**config.mk**
```make
export PLATFORM = sky130hd
export DESIGN_NAME = flash_pin_front
export DESIGN_NICKNAME = d
export VERILOG_FILES = /design/src/core/flash_pin_pkg.sv /design/src/core/flash_pin_front.sv
export SDC_FILE = /design/constraint.sdc
export NUM_CORES = 1
export LEC_CHECK = 0
export ABC_AREA = 1
export BUFFER_PORTS_ARGS = -buffer_cell sky130_fd_sc_hd__buf_4
export CAP_MARGIN = 5
export CORE_MARGIN = 2
export CORE_UTILIZATION = 55
export CTS_CLUSTER_DIAMETER = 120
export CTS_CLUSTER_SIZE = 30
export DETAILED_ROUTE_END_ITERATION = 16
export GPL_TIMING_DRIVEN = 0
export PLACE_DENSITY = 0.86
export RECOVER_POWER = 25
export SLEW_MARGIN = 5
export SYNTH_ARGS = -nofsm -noshare
export SYNTH_HDL_FRONTEND = slang
export SYNTH_SLANG_ARGS = --single-unit
export TNS_END_PERCENT = 10
```
**constraint.sdc**
```tcl
create_clock -name I_CLOCK -period 2.1 [get_ports I_CLOCK]
set_input_delay 0.42 -clock I_CLOCK [delete_from_list [all_inputs] [get_ports I_CLOCK]]
set_output_delay 0.42 -clock I_CLOCK [all_outputs]
set_load 0.01 [all_outputs]
```
**src/core/flash_pin_pkg.sv**
```systemverilog
// Types and constants for the serial flash pin front end
// Contract
// - Low chip select selects the device; high deselects it and normally enters standby.
// - Operations start on chip select falling and end on chip select rising.
// - Self-timed program or erase keeps running; standby waits until it finishes.
// - Inputs sampled on rising serial clock; outputs change on falling serial clock.
// - Single-bit transfers take every input bit from the serial input line only.
// - Dual and quad output reads turn serial input into driven data line zero.
// - Serial input activity is ignored while chip select is high.
// - Serial output is high impedance whenever the device is deselected.
// - With quad enable set, protect and hold pins become data lines two, three.
package flash_pin_pkg;
    localparam int BYTE_BITS = 8;
    localparam logic RST_CS_N = 1'b1;
    localparam logic RST_SCK = 1'b0;
    localparam logic [2:0] BIT_IDX_LAST = 3'h7;
    localparam logic [3:0] OE_SINGLE = 4'h2;
    localparam logic [3:0] OE_DUAL = 4'h3;
    localparam logic [3:0] OE_QUAD = 4'hF;

    typedef enum logic [2:0] {
        TX_SINGLE = 3'b001,
        TX_DUAL = 3'b010,
        TX_QUAD = 3'b100
    } tx_mode_t;

    typedef enum logic [2:0] {
        ST_STANDBY = 3'b001,
        ST_SELECT = 3'b010,
        ST_BUSY = 3'b100
    } link_state_t;

    typedef struct packed {
        logic cs_n;
        logic sck;
        logic [3:0] io;
    } pins_t;
endpackage

```
**src/core/flash_pin_front.sv**
```systemverilog
// Serial flash pin front end: selection, standby deferral, shift in and out
`timescale 1ns/1ps
module flash_pin_front
    import flash_pin_pkg::*;
(
    input wire logic I_CLOCK,
    input wire logic I_RST,
    input wire logic I_CS_N,
    input wire logic I_SCK,
    input wire logic [3:0] I_IO,
    input wire logic I_QUAD_IO_ENABLE,
    input wire logic I_BUSY,
    input wire logic I_TX_EN,
    input wire tx_mode_t I_TX_MODE,
    input wire logic [7:0] I_TX_DATA,
    output logic [3:0] O_IO,
    output logic [3:0] O_IO_OE,
    output logic O_SELECTED,
    output logic O_STANDBY,
    output logic O_FRAME_START,
    output logic O_FRAME_END,
    output logic [7:0] O_RX_BYTE,
    output logic O_RX_VALID,
    output logic O_RX_FIRST,
    output logic O_TX_TAKE
);
    function automatic logic [3:0] chunk(input tx_mode_t m, input logic [7:0] d);
        unique case (m)
            TX_SINGLE: chunk = {2'h0, d[7], 1'b0};
            TX_DUAL: chunk = {2'h0, d[7:6]};
            TX_QUAD: chunk = d[7:4];
            default: chunk = 4'h0;
        endcase
    endfunction

    function automatic logic [7:0] advance(input tx_mode_t m, input logic [7:0] d);
        unique case (m)
            TX_SINGLE: advance = {d[6:0], 1'b0};
            TX_DUAL: advance = {d[5:0], 2'h0};
            TX_QUAD: advance = {d[3:0], 4'h0};
            default: advance = 8'h00;
        endcase
    endfunction

    function automatic logic [2:0] last_idx(input tx_mode_t m);
        unique case (m)
            TX_SINGLE: last_idx = 3'h7;
            TX_DUAL: last_idx = 3'h3;
            TX_QUAD: last_idx = 3'h1;
            default: last_idx = 3'h0;
        endcase
    endfunction

    // Pin synchroniser, three stages
    pins_t s1_q, s2_q, s3_q;
    logic cs_f_q, cs_f_d, sck_f_q, sck_f_d;
    logic sck_rise, sck_fall, cs_fall, cs_rise, selected;

    always_comb begin
        cs_f_d = (s2_q.cs_n == s3_q.cs_n) ? s3_q.cs_n : cs_f_q;
        sck_f_d = (s2_q.sck == s3_q.sck) ? s3_q.sck : sck_f_q;
        sck_rise = sck_f_d & ~sck_f_q;
        sck_fall = ~sck_f_d & sck_f_q;
        cs_fall = cs_f_q & ~cs_f_d;
        cs_rise = ~cs_f_q & cs_f_d;
        selected = ~cs_f_q;
    end

    always_ff @(posedge I_CLOCK or posedge I_RST) begin
        if (I_RST) begin
            s1_q <= '{cs_n: RST_CS_N, sck: RST_SCK, io: 4'h0};
            s2_q <= '{cs_n: RST_CS_N, sck: RST_SCK, io: 4'h0};
            s3_q <= '{cs_n: RST_CS_N, sck: RST_SCK, io: 4'h0};
            cs_f_q <= RST_CS_N;
            sck_f_q <= RST_SCK;
        end else begin
            s1_q <= '{cs_n: I_CS_N, sck: I_SCK, io: I_IO};
            s2_q <= s1_q;
            s3_q <= s2_q;
            cs_f_q <= cs_f_d;
            sck_f_q <= sck_f_d;
        end
    end

    // Selection and standby state
    link_state_t st_q, st_d;
    logic start_d, end_d, start_q, end_q;

    always_comb begin
        st_d = st_q;
        start_d = cs_fall;
        end_d = cs_rise;
        unique case (st_q)
            ST_STANDBY: if (cs_fall) st_d = ST_SELECT;
            ST_SELECT: if (cs_rise) st_d = I_BUSY ? ST_BUSY : ST_STANDBY;
            ST_BUSY: begin
                if (cs_fall) st_d = ST_SELECT;
                else if (!I_BUSY) st_d = ST_STANDBY;
            end
            default: st_d = ST_STANDBY;
        endcase
    end

    always_ff @(posedge I_CLOCK or posedge I_RST) begin
        if (I_RST) begin
            st_q <= ST_STANDBY;
            start_q <= 1'b0;
            end_q <= 1'b0;
        end else begin
            st_q <= st_d;
            start_q <= start_d;
            end_q <= end_d;
        end
    end

    // Transmit shifter, changes on falling clock
    logic tx_act_q, tx_act_d, take_q, take_d;
    tx_mode_t mode_q, mode_d, mode_in;
    logic [7:0] tx_sh_q, tx_sh_d;
    logic [2:0] tx_cnt_q, tx_cnt_d;
    logic [3:0] out_q, out_d;
    logic wide_out;

    always_comb begin
        mode_in = (I_TX_MODE == TX_QUAD && !I_QUAD_IO_ENABLE) ? TX_SINGLE : I_TX_MODE;
        tx_act_d = tx_act_q;
        take_d = 1'b0;
        mode_d = mode_q;
        tx_sh_d = tx_sh_q;
        tx_cnt_d = tx_cnt_q;
        out_d = out_q;
        if (!selected || cs_rise || cs_fall) begin
            tx_act_d = 1'b0;
            tx_cnt_d = 3'h0;
        end else if (sck_fall && I_TX_EN) begin
            if (!tx_act_q || tx_cnt_q == 3'h0) begin
                mode_d = mode_in;
                out_d = chunk(mode_in, I_TX_DATA);
                tx_sh_d = advance(mode_in, I_TX_DATA);
                tx_cnt_d = last_idx(mode_in);
                tx_act_d = 1'b1;
                take_d = 1'b1;
            end else begin
                out_d = chunk(mode_q, tx_sh_q);
                tx_sh_d = advance(mode_q, tx_sh_q);
                tx_cnt_d = tx_cnt_q - 3'h1;
            end
        end
    end

    always_ff @(posedge I_CLOCK or posedge I_RST) begin
        if (I_RST) begin
            tx_act_q <= 1'b0;
            take_q <= 1'b0;
            mode_q <= TX_SINGLE;
            tx_sh_q <= 8'h00;
            tx_cnt_q <= 3'h0;
            out_q <= 4'h0;
        end else begin
            tx_act_q <= tx_act_d;
            take_q <= take_d;
            mode_q <= mode_d;
            tx_sh_q <= tx_sh_d;
            tx_cnt_q <= tx_cnt_d;
            out_q <= out_d;
        end
    end

    assign wide_out = tx_act_q && mode_q != TX_SINGLE;

    // Receive shifter, samples on rising clock
    logic [7:0] rx_sh_q, rx_sh_d, rx_byte_q, rx_byte_d;
    logic [2:0] rx_cnt_q, rx_cnt_d;
    logic rx_valid_q, rx_valid_d, rx_first_q, rx_first_d, rx_seen_q, rx_seen_d;

    always_comb begin
        rx_sh_d = rx_sh_q;
        rx_cnt_d = rx_cnt_q;
        rx_byte_d = rx_byte_q;
        rx_valid_d = 1'b0;
        rx_first_d = rx_first_q;
        rx_seen_d = rx_seen_q;
        if (!selected || cs_fall) begin
            rx_cnt_d = 3'h0;
            rx_seen_d = 1'b0;
        end else if (sck_rise && !wide_out) begin
            rx_sh_d = {rx_sh_q[6:0], s3_q.io[0]};
            rx_cnt_d = rx_cnt_q + 3'h1;
            if (rx_cnt_q == BIT_IDX_LAST) begin
                rx_byte_d = {rx_sh_q[6:0], s3_q.io[0]};
                rx_valid_d = 1'b1;
                rx_first_d = !rx_seen_q;
                rx_seen_d = 1'b1;
            end
        end
    end

    always_ff @(posedge I_CLOCK or posedge I_RST) begin
        if (I_RST) begin
            rx_sh_q <= 8'h00;
            rx_cnt_q <= 3'h0;
            rx_byte_q <= 8'h00;
            rx_valid_q <= 1'b0;
            rx_first_q <= 1'b0;
            rx_seen_q <= 1'b0;
        end else begin
            rx_sh_q <= rx_sh_d;
            rx_cnt_q <= rx_cnt_d;
            rx_byte_q <= rx_byte_d;
            rx_valid_q <= rx_valid_d;
            rx_first_q <= rx_first_d;
            rx_seen_q <= rx_seen_d;
        end
    end

    always_comb begin
        O_IO_OE = 4'h0;
        if (selected && tx_act_q) begin
            unique case (mode_q)
                TX_SINGLE: O_IO_OE = OE_SINGLE;
                TX_DUAL: O_IO_OE = OE_DUAL;
                TX_QUAD: O_IO_OE = OE_QUAD;
                default: O_IO_OE = 4'h0;
            endcase
        end
    end

    assign O_IO = out_q;
    assign O_SELECTED = selected;
    assign O_STANDBY = st_q == ST_STANDBY;
    assign O_FRAME_START = start_q;
    assign O_FRAME_END = end_q;
    assign O_RX_BYTE = rx_byte_q;
    assign O_RX_VALID = rx_valid_q;
    assign O_RX_FIRST = rx_first_q;
    assign O_TX_TAKE = take_q;

    // Checks
    deselect_standby_a: assert property (@(posedge I_CLOCK) disable iff (I_RST)
        (cs_rise && !I_BUSY) |=> O_STANDBY && !O_SELECTED)
        else $error("no standby after idle deselect");
    frame_start_a: assert property (@(posedge I_CLOCK) disable iff (I_RST)
        O_FRAME_START |-> O_SELECTED && !$past(O_SELECTED, 2))
        else $error("frame start without chip select fall");
    busy_defer_a: assert property (@(posedge I_CLOCK) disable iff (I_RST)
        (st_q == ST_BUSY && I_BUSY && !cs_fall) |=> !O_STANDBY)
        else $error("standby entered while busy");
    rx_rise_a: assert property (@(posedge I_CLOCK) disable iff (I_RST)
        O_RX_VALID |-> $past(sck_rise))
        else $error("byte completed off a rising edge");
    tx_fall_a: assert property (@(posedge I_CLOCK) disable iff (I_RST)
        (out_q != $past(out_q)) |-> $past(sck_fall))
        else $error("output changed off a falling edge");
    rx_lsb_a: assert property (@(posedge I_CLOCK) disable iff (I_RST)
        O_RX_VALID |-> O_RX_BYTE[0] == $past(s3_q.io[0]))
        else $error("last bit not from serial input");
    ignore_in_a: assert property (@(posedge I_CLOCK) disable iff (I_RST)
        O_RX_VALID |-> $past(O_SELECTED))
        else $error("input taken while deselected");
    deselect_hiz_a: assert property (@(posedge I_CLOCK) disable iff (I_RST)
        !O_SELECTED |-> O_IO_OE == 4'h0)
        else $error("pin driven while deselected");
    io0_wide_a: assert property (@(posedge I_CLOCK) disable iff (I_RST)
        O_IO_OE[0] |-> mode_q != TX_SINGLE && !O_RX_VALID)
        else $error("data line zero driven in single mode");
    quad_gate_a: assert property (@(posedge I_CLOCK) disable iff (I_RST)
        (sck_fall && I_TX_EN && take_d && !I_QUAD_IO_ENABLE) |=> mode_q != TX_QUAD)
        else $error("quad lines used without quad enable");
    byte_in_c: cover property (@(posedge I_CLOCK) disable iff (I_RST) O_RX_VALID && O_RX_FIRST);
    quad_out_c: cover property (@(posedge I_CLOCK) disable iff (I_RST) O_IO_OE == OE_QUAD);
    busy_wait_c: cover property (@(posedge I_CLOCK) disable iff (I_RST) st_q == ST_BUSY ##1 O_STANDBY);
endmodule

```
## Yosys cells after proc, flatten, opt, wreduce, memory -nomap -nowiden

Cells that the tools add are included.

- Bits in registers: 57
- Bits of input ports: 22
- Output and inout port bits: 23

- $add $sub $neg: 2
- Equal/unequal tests: 17
- Mux-type cells: 35
- Bitwise operators: 10
- Reductions and logical operators: 25

Operator list:

| operator | number |
|---|---|
| $pmux W8 S3 | 2 |
| $pmux W4 S3 | 3 |
| $mux W3 | 11 |
| $pmux W3 S3 | 2 |
| $eq A3 B3 Y1 const B | 5 |
| $mux W1 | 14 |
| $eq A3 B1 Y1 const B | 3 |
| $eq A3 B2 Y1 const B | 3 |
| $reduce_and A3 Y1 | 3 |
| $mux W4 | 2 |
| $mux W8 | 1 |
| $reduce_and A2 Y1 | 4 |
| $reduce_bool A2 Y1 | 4 |
| $not A1 Y1 | 6 |
| $logic_and A1 B1 Y1 | 5 |
| $and A1 B1 Y1 | 4 |
| $logic_not A1 Y1 | 4 |
| $logic_or A1 B1 Y1 | 4 |
| $add A3 B1 Y3 const B | 1 |
| $logic_not A3 Y1 | 1 |
| $ne A3 B1 Y1 const B | 1 |
| $ne A3 B3 Y1 const B | 1 |
| $sub A3 B1 Y3 const B | 1 |
| $eq A1 B1 Y1 | 2 |
| 2 further kinds | 2 |

## Logic depth before layout (Yosys ltp)

Gate-level depths: netlist (run 1).

- Word-level depth: 8
- Gate-level depth with buffers: 10

## Worst setup path before layout (run 1)

Ideal clock, no wire load.

- Kind: reg-to-output
- From: register mode_q[1]
- To: output O_IO_OE[3]
- Arrival: 1.175 ns
- Data required time: 1.680 ns
- Path slack: 0.505 ns
- Cell stages (with the launch flop): 6
- Buffers on the path: 2
- Cell sequence: dfrtp_1 > buf_2 > nor2_1 > nand2_1 > nor2_1 > buf_4

- Longest elaborated chain between the ends: 3
- Elaborated cells between the ends (all ways): 5

RTL lines:

| item | line | source |
|---|---|---|
| start, declared | flash_pin_front.sv:118 | `tx_mode_t mode_q, mode_d, mode_in;` |
| start signal, assigned | flash_pin_front.sv:162 | `mode_q <= mode_d;` |
| $eq A3 B3 Y1 (tied with other cells) | flash_pin_front.sv:219 | `unique case (mode_q)` |
| $pmux W4 S3 (*) | flash_pin_front.sv:219 |  |
| $mux W4 (*) | flash_pin_front.sv:218 | `if (selected && tx_act_q) begin` |
| end, declared | flash_pin_front.sv:17 | `output logic [3:0] O_IO_OE,` |

Mark *: on every way between the ends. The rest lies on a longest branch, timed or not.

## Worst setup path in the final report (run 1)

Same ends and word-level chain as after synthesis.

==> summary.md, run 1 <==
| Metric | Value |
|---|---|
| Status | completed |
| Area of the core | 0.004786 sq mm |
| Synthesized area | 0.002771 sq mm |
| Antenna-violating nets left | 0 |
| Gpl congestion | ~0.8 |
| Static Leak | between 0.0015 and 0.002 uW |
| Worst Setup Start Kind | flop |
| Crit Path Category | reg2out |
| Worst slew pin tran | about 990 ps |
| Top Layer Used | met4 |
| Post-synth ARST share | between 90% and 100% |
| Compound-cell area share of the yosys netlist | a little under an eighth |
| Die area | between 0.005 and 0.006 sq mm |
| Multiplexer area fraction after synthesis | 0% |
| Critical path's slowest cell | dfrtp_1 |
| Vias in the first global route | around 2100 |
| Endpoints failing hold | 0 |
| # IOs | 45 |
| Global-route wire length before repair | ~9400 microns |
| WP data required | 1680 ps |
| Worst-case clock buffer depth | 2 |
| Commonest non-fill, non-tap cell in the layout | nand2_1 |
| Via/cell ratio | 5.182 |
| Gate power share | 26.0% |
| CTS tree | built |
| Crit-path max cell delay | ~360 ps |
| WL final | approximately 5600 microns |
| Top_reg_cell synth | dfrtp_1 |
| Cell variety after synth | 32 |
| Sw Ratio | between 30% and 40% |
| Final core utilization | between 60% and 70% |
| Final setup viols | 0 |
| Count of warnings emitted by yosys | 0 |
| Vias | roughly 2400 |
| Yosys reg bits | 56 |
| Leading area contributor after synthesis | dfrtp_1 |
| Synth Area in XOR/XNOR | less than 1% |
| Final HPWL DP | ~4100 microns |
| Delay-heaviest family, CP | simple AND/OR/NAND/NOR gates |
| RSZ-0062 raised after global routing | yes |
| Worst-Skew Late Latency | 320 ps |
| Die Height | approximately 75 microns |
| WL/cell | approximately 12 microns |
| Critical path peak fanout | 8 |
| Main combinational cell family by area after synthesis | simple AND/OR/NAND/NOR gates |
| Layout Skew | between 5 and 6 ps |
| Max Cap Viol | 0 |
| Peak supply drop | between 400 and 500 uV |
| Post-synthesis net count | around 360 |
| Power Internal | 1767 uW |
| Ant diodes | 0 |
| Grt ovf | 0 |
| Post-Syn Instances | between 300 and 400 |
| # hold bufs at CTS | 0 |
| Register share of total power | just over 50% |
| Gr usage total | between 20 and 25% |
| WHS | 206.2 ps |
| H-tree depth | 2 |
| Input/output buffers | 40 |
| Buf+Inv Stages, Crit Path | 3 |
| Clock sink count | 56 |
| Final critical-path required period | roughly 2000 ps |
| Die extent in x | roughly 75 microns |
| Synth top area share | 45.15% |
| WL met1 | approximately 2500 microns |
| Slew HR | about a third |
| Initial antenna violation count | 0 |
| Placed Cells | 445 |
| Post-Synth Simple-Gate Area | 27.27% |
| Synth area leaders | dfrtp_1 (45%), nand2_1 (13%), dfstp_2 (5.7%) |
| EDFF count, synth | 0 |
| Total CTS buffers | 5 |
| Router iterations before antenna repair | 5 |
| Area delta synth->final | 19.64% |
| DRC | 0 |
| CP endpoint kind | output pin |
| Max-slew violation count | 0 |
| Share of layout cells above drive strength 1 | ~23% |
| DR iter-0 viols | ~230 |
| Root Buffer | clkbuf_8 |
| Clock-pin slew on the worst setup and hold paths | about 100 ps |
| Rows | 25 |
| PD cells | 805.7 mW/mm^2 |
| Fin crit share | between 90% and 100% |
| Nets | between 400 and 500 |
| Cell chain of the critical path | buf_2 -> nor2_2 -> nand2_2 -> nor2_2 -> buf_4 -> buf_4 |
| Clock group share of total power | 22.7% |
| Arr. time, crit path | between 1500 and 2000 ps |
| Met2 routed WL | 2742 microns |
| Filler cell count | 400 |
| Met3 WL post-DR | about 320 microns |
| Synth Area in Adders | 1.806% |
| Most frequent cells in the layout | nand2_1 (93), dfrtp_1 (50), inv_1 (40), buf_4 (40), nand3_1 (24) |
| Mean Syn Cell Area | between 8 and 9 sq um |
| Worst hold path type | in2reg |
| Register area share after synthesis | between 50% and 60% |
| Final non-filler cell total | 456 |
| FMAX | about 0.50 GHz |
| Initial Util | between 50 and 60% |
| Largest net degree at the start of global routing | 33 |
| Sw power | roughly 900 uW |
-- cell usage after synthesis, types with 2 or more instances --
master,n
o21ai_0,20
nor2_1,25
a31oi_1,3
inv_2,3
a21oi_1,17
dfrtp_1,50
clkbuf_1,3
inv_1,42
nand2_1,94
ha_1,4
nand4_1,15
nor3_1,2
buf_2,4
nor3_2,2
o21ai_2,7
dfstp_2,6
o21a_1,2
nand3_1,24
-- cell type report --
class | instances | area, sq um | area share (%)
flip-flops and latches | 56 | 1409 | 42.49
multi-input cells | 226 | 1164 | 35.09
repair buffers | 44 | 342.8 | 10.34
inverters | 46 | 172.7 | 5.208
well taps | 67 | 83.83 | 2.528
clock buffers | 5 | 68.82 | 2.075
plain buffers | 9 | 50.05 | 1.509
clock inverters | 3 | 25.02 | 0.7547
-- what timing repair did --
action / 4_1_cts / 5_1_grt
gates cloned: 0 / 0
pin swaps: 0 / 1
buffers inserted: 0 / 3
gates resized for setup: 2 / 6
setup endpoints to repair: 3 / 3
-- registers in the layout, indices dropped and copies added, names as in the netlist, 3 cells and up --
signal / count
O_IO: 4
O_RX_BYTE: 8
mode_q: 3
rx_cnt_q: 3
rx_sh_q: 7
s1_q: 3
s2_q: 3
s3_q: 3
st_q: 3
tx_cnt_q: 3
tx_sh_q: 7
-- worst paths after layout --
| check | cells after the start | slack (ps) | from | end |
|---|---|---|---|---|
| max in group asynchronous | 3 | 1010 | I_RST | s1_q[5] |
| min in group asynchronous | 2 | 330 | I_RST | rx_cnt_q[2] |
| min | 1 | 210 | I_CS_N | s1_q[5] |
| max reg2reg | 8 | 360 | mode_q[0] | O_RX_BYTE[0] |
| min reg2reg | 0 | 360 | s1_q[0] | s2_q[0] |
| max | 6 | 80 | mode_q[1] | O_IO_OE[3] |
-- layer usage --
layer  GRT usage, %  up-vias
met4          6.349        0
met3          4.016        6
met2          37.23       79
met1          29.00     1083
met5              0        -
li1               -     1195
-- metrics by stage --
stage	power, uW	worst slack [ps]	TNS, ps	cell area, sq um
after floorplan	1801	318.6	0	2771
after global placement	1991	-320.9	-15870	3156
after detailed placement	2024	260.9	0	3176
after CTS	2640	7.795	0	3277
after global routing	2851	-25.00	-26.37	3316
final	2671	83.50	0	3316
-- power groups by stage --
stage                     Combinational [uW]  Clock [uW]  Sequential (uW)
after detailed placement                 632           0             1390
after CTS                                642         625             1370
final                                    693         608             1370
after floorplan                          422           0             1380
after global placement                   607           0             1380
after global routing                     785         675             1390
-- logic make-up after synthesis --
group / count (synthesis)
AOI/OAI and AO/OA: 54
and+or+nand+nor: 167
DFF: 56
adders and majority gates: 4
buffers and inverters: 55
xor gates and xnor gates: 1
(Power assumes the default switching activity.)
==> inputs of run 2 (changes only) <==
--- a/config.mk
+++ b/config.mk
@@ -9,12 +9,12 @@
 export BUFFER_PORTS_ARGS = -buffer_cell sky130_fd_sc_hd__buf_4
 export CAP_MARGIN = 5
 export CORE_MARGIN = 2
-export CORE_UTILIZATION = 55
+export CORE_UTILIZATION = 50
 export CTS_CLUSTER_DIAMETER = 120
 export CTS_CLUSTER_SIZE = 30
 export DETAILED_ROUTE_END_ITERATION = 16
 export GPL_TIMING_DRIVEN = 0
-export PLACE_DENSITY = 0.86
+export PLACE_DENSITY = 0.8
 export RECOVER_POWER = 25
 export SLEW_MARGIN = 5
 export SYNTH_ARGS = -nofsm -noshare
==> run 2 against run 1 <==
  * Register-to-register slack got worse by 30 ps
  * Setup slack got worse by 12 ps
  * Via count shrank 0.68%
  * Flip-flop and latch count stayed put
  * Combinational power fell by 2%
  * Routed wire length decreased by 2.7%
  * Sequential power barely moved
==> summary.md, run 2 (same netlist as run 1, synthesis figures left out) <==
| Metric | Value |
|---|---|
| Clock sink count | 56 (unchanged) |
| Gpl congestion | 0.8141 (was 0.8012) |
| Router iterations before antenna repair | 4 (was 5) |
| # IOs | 45 (unchanged) |
| Worst Setup Start Kind | flop (unchanged) |
| Antenna-violating nets left | 0 (unchanged) |
| Vias in the first global route | 2198 (was 2129) |
| Via/cell ratio | 5.102 (was 5.182) |
| Area delta synth->final | 18.78% (was 19.64%) |
| Share of layout cells above drive strength 1 | 21.65% (was 22.88%) |
| Worst slew pin tran | 970.6 ps (was 985.8 ps) |
| CP endpoint kind | output pin (unchanged) |
| Fin crit share | 96.58% (was 96.02%) |
| Commonest non-fill, non-tap cell in the layout | nand2_1 (unchanged) |
| Worst-Skew Late Latency | 310 ps (was 320 ps) |
| Layout Skew | 8.100 ps (was 5.843 ps) |
| DRC | 0 (unchanged) |
| Crit-path max cell delay | 610 ps (was 360 ps) |
| FF-to-FF Start | mode_q[0] (unchanged) |
| Worst-case clock buffer depth | 2 (unchanged) |
| WHS | 158.2 ps (was 206.2 ps) |
| Buf+Inv Stages, Crit Path | 3 (unchanged) |
| Global-route wire length before repair | 9653 microns (was 9432 microns) |
| Arr. time, crit path | 1610 ps (was 1600 ps) |
| R2r setup slk | 330 ps (was 360 ps) |
| Total CTS buffers | 5 (unchanged) |
| Post-layout instance area | 0.003292 sq mm (was 0.003316 sq mm) |
| Die area | 0.006154 sq mm (was 0.005623 sq mm) |
| Root Buffer | clkbuf_8 (unchanged) |
| Gr usage total | 19.47% (was 21.97%) |
| Clock-pin slew on the worst setup and hold paths | 100 ps (about the same) |
| Critical path's slowest cell | dfstp_2 (was dfrtp_1) |
| Grt ovf | 0 (unchanged) |
| Initial antenna violation count | 0 (unchanged) |
| Largest net degree at the start of global routing | 43 (was 33) |
| Final critical-path required period | 2028 ps (was 2017 ps) |
| Register area | 0.001409 sq mm (unchanged) |
| Max Cap Viol | 0 (unchanged) |
| Vias | 2347 (was 2363) |
| Die Height | 78.45 microns (was 74.99 microns) |
| Die extent in x | 78.45 microns (was 74.99 microns) |
| Status | completed (unchanged) |
| Filler cell count | 475 (was 400) |
| Cell chain of the critical path | inv_2 -> nor3_4 -> o31ai_1 -> inv_1 -> buf_4 (was buf_2 -> nor2_2 -> nand2_2 -> nor2_2 -> buf_4 -> buf_4) |
| Final HPWL DP | 4102 microns (was 4131 microns) |
| Reg2Reg Depth | 8 (unchanged) |
| # hold bufs at CTS | 0 (unchanged) |
| Static Leak | 0.001720 uW (about the same) |
| Area of the multi-input gates | 0.001159 sq mm (was 0.001164 sq mm) |
| Input/output buffers | 40 (unchanged) |
| Crit Path Category | reg2out (unchanged) |
| Critical path peak fanout | 6 (was 8) |
| R2r endpoint | O_RX_BYTE[0] (unchanged) |
| Ant diodes | 0 (unchanged) |
| PD cells | 803.3 mW/mm^2 (was 805.7 mW/mm^2) |
| Max-slew violation count | 0 (unchanged) |
| DR iter-0 viols | 170 (was 227) |
| Delay-heaviest family, CP | flip-flops (was simple AND/OR/NAND/NOR gates) |
| RSZ-0062 raised after global routing | yes (unchanged) |
| WP data required | 1680 ps (about the same) |
| Slew HR | 35.30% (was 34.21%) |
| Most frequent cells in the layout | nand2_1 (94), dfrtp_1 (50), inv_1 (41) (was nand2_1 (93), dfrtp_1 (50), inv_1 (40), buf_4 (40), nand3_1 (24)) |
| CTS tree | built (unchanged) |
| Nets | 413 (was 414) |
| WL/cell | 11.79 microns (was 12.23 microns) |
| FMAX | 0.4930 GHz (was 0.4959 GHz) |
| Endpoints failing hold | 0 (unchanged) |
| Initial Util | 50.95% (was 57.91%) |
| Area of the core | 0.005439 sq mm (was 0.004786 sq mm) |
| WL final | 5423 microns (was 5576 microns) |
| Peak supply drop | 382.7 uV (was 433.0 uV) |
| Post-DP Area | 0.003182 sq mm (was 0.003176 sq mm) |
| H-tree depth | 2 (unchanged) |
| Rows | 27 (was 25) |
| Final setup viols | 0 (unchanged) |
| Worst hold path type | in2async (was in2reg) |
| Max reg flops | 8 (unchanged) |
run 2: changes by cell type in the layout (fill, tap and decap cells not counted), sizes merged:
cell	delta
clkinvlp	-1
clkbuf	+1
inv	-1
clkinv	+2
buf	-2
run 2: repair_timing:
item | CTS | global route
setup buffers | 0 | 2
pin swaps | 1 | 0
resized for setup | 1 | 4
setup endpoints to repair | 2 | 4
run 2: layout make-up:
| cell class | instances | area share, % |
|---|---|---|
| Inverter | 46 | 5.245 |
| Clock inverter | 3 | 0.6841 |
| Timing Repair Buffer | 43 | 9.730 |
| Sequential cell | 56 | 42.80 |
| Clock buffer | 5 | 2.090 |
| Tap cell | 72 | 2.737 |
| Buffer | 9 | 1.520 |
| Multi-Input combinational cell | 226 | 35.20 |
run 2: power breakdown:
group	internal, uW	switching [uW]	leakage (uW)	total [uW]
clock	240	351	0.0000485	590
sequential	1250	120	0.000717	1370
combinational	262	420	0.000955	681
run 2: through the flow:
step	util (%)	std cells	total power [uW]	setup TNS [ps]	setup slack, ps
detailed placement	58.50	450	2027	0	283.8
finish	60.52	460	2644	0	71.76
global placement	58.13	449	1995	-19430	-392.7
global route	60.52	460	2822	-17.18	-17.18
CTS	60.27	458	2622	0	14.26
floorplan	-	337	1801	0	318.6
run 2: worst max-delay path by stage:
stage / endpoint / start / cells past startpoint / slack, ps
6_report: O_IO_OE[1] / mode_q[0] / 5 / 70
5_1_grt: O_IO_OE[1] / mode_q[0] / 6 / -20
4_1_cts: O_IO_OE[1] / mode_q[0] / 6 / 10
3_5_place_dp: tx_sh_q[2] / I_TX_MODE[1] / 8 / 280
3_3_place_gp: tx_cnt_q[0] / I_RST / 2 / -390
2_1_floorplan: O_FRAME_END / I_RST / 1 / 320
run 2: routing by layer:
metal	global-route usage, %	vias up	part of all wire (%)
met5	0	-	0
met4	8.070	0	2.5
met3	3.333	11	5.1
met2	32.41	81	47
met1	25.21	1064	45
li1	-	1191	-
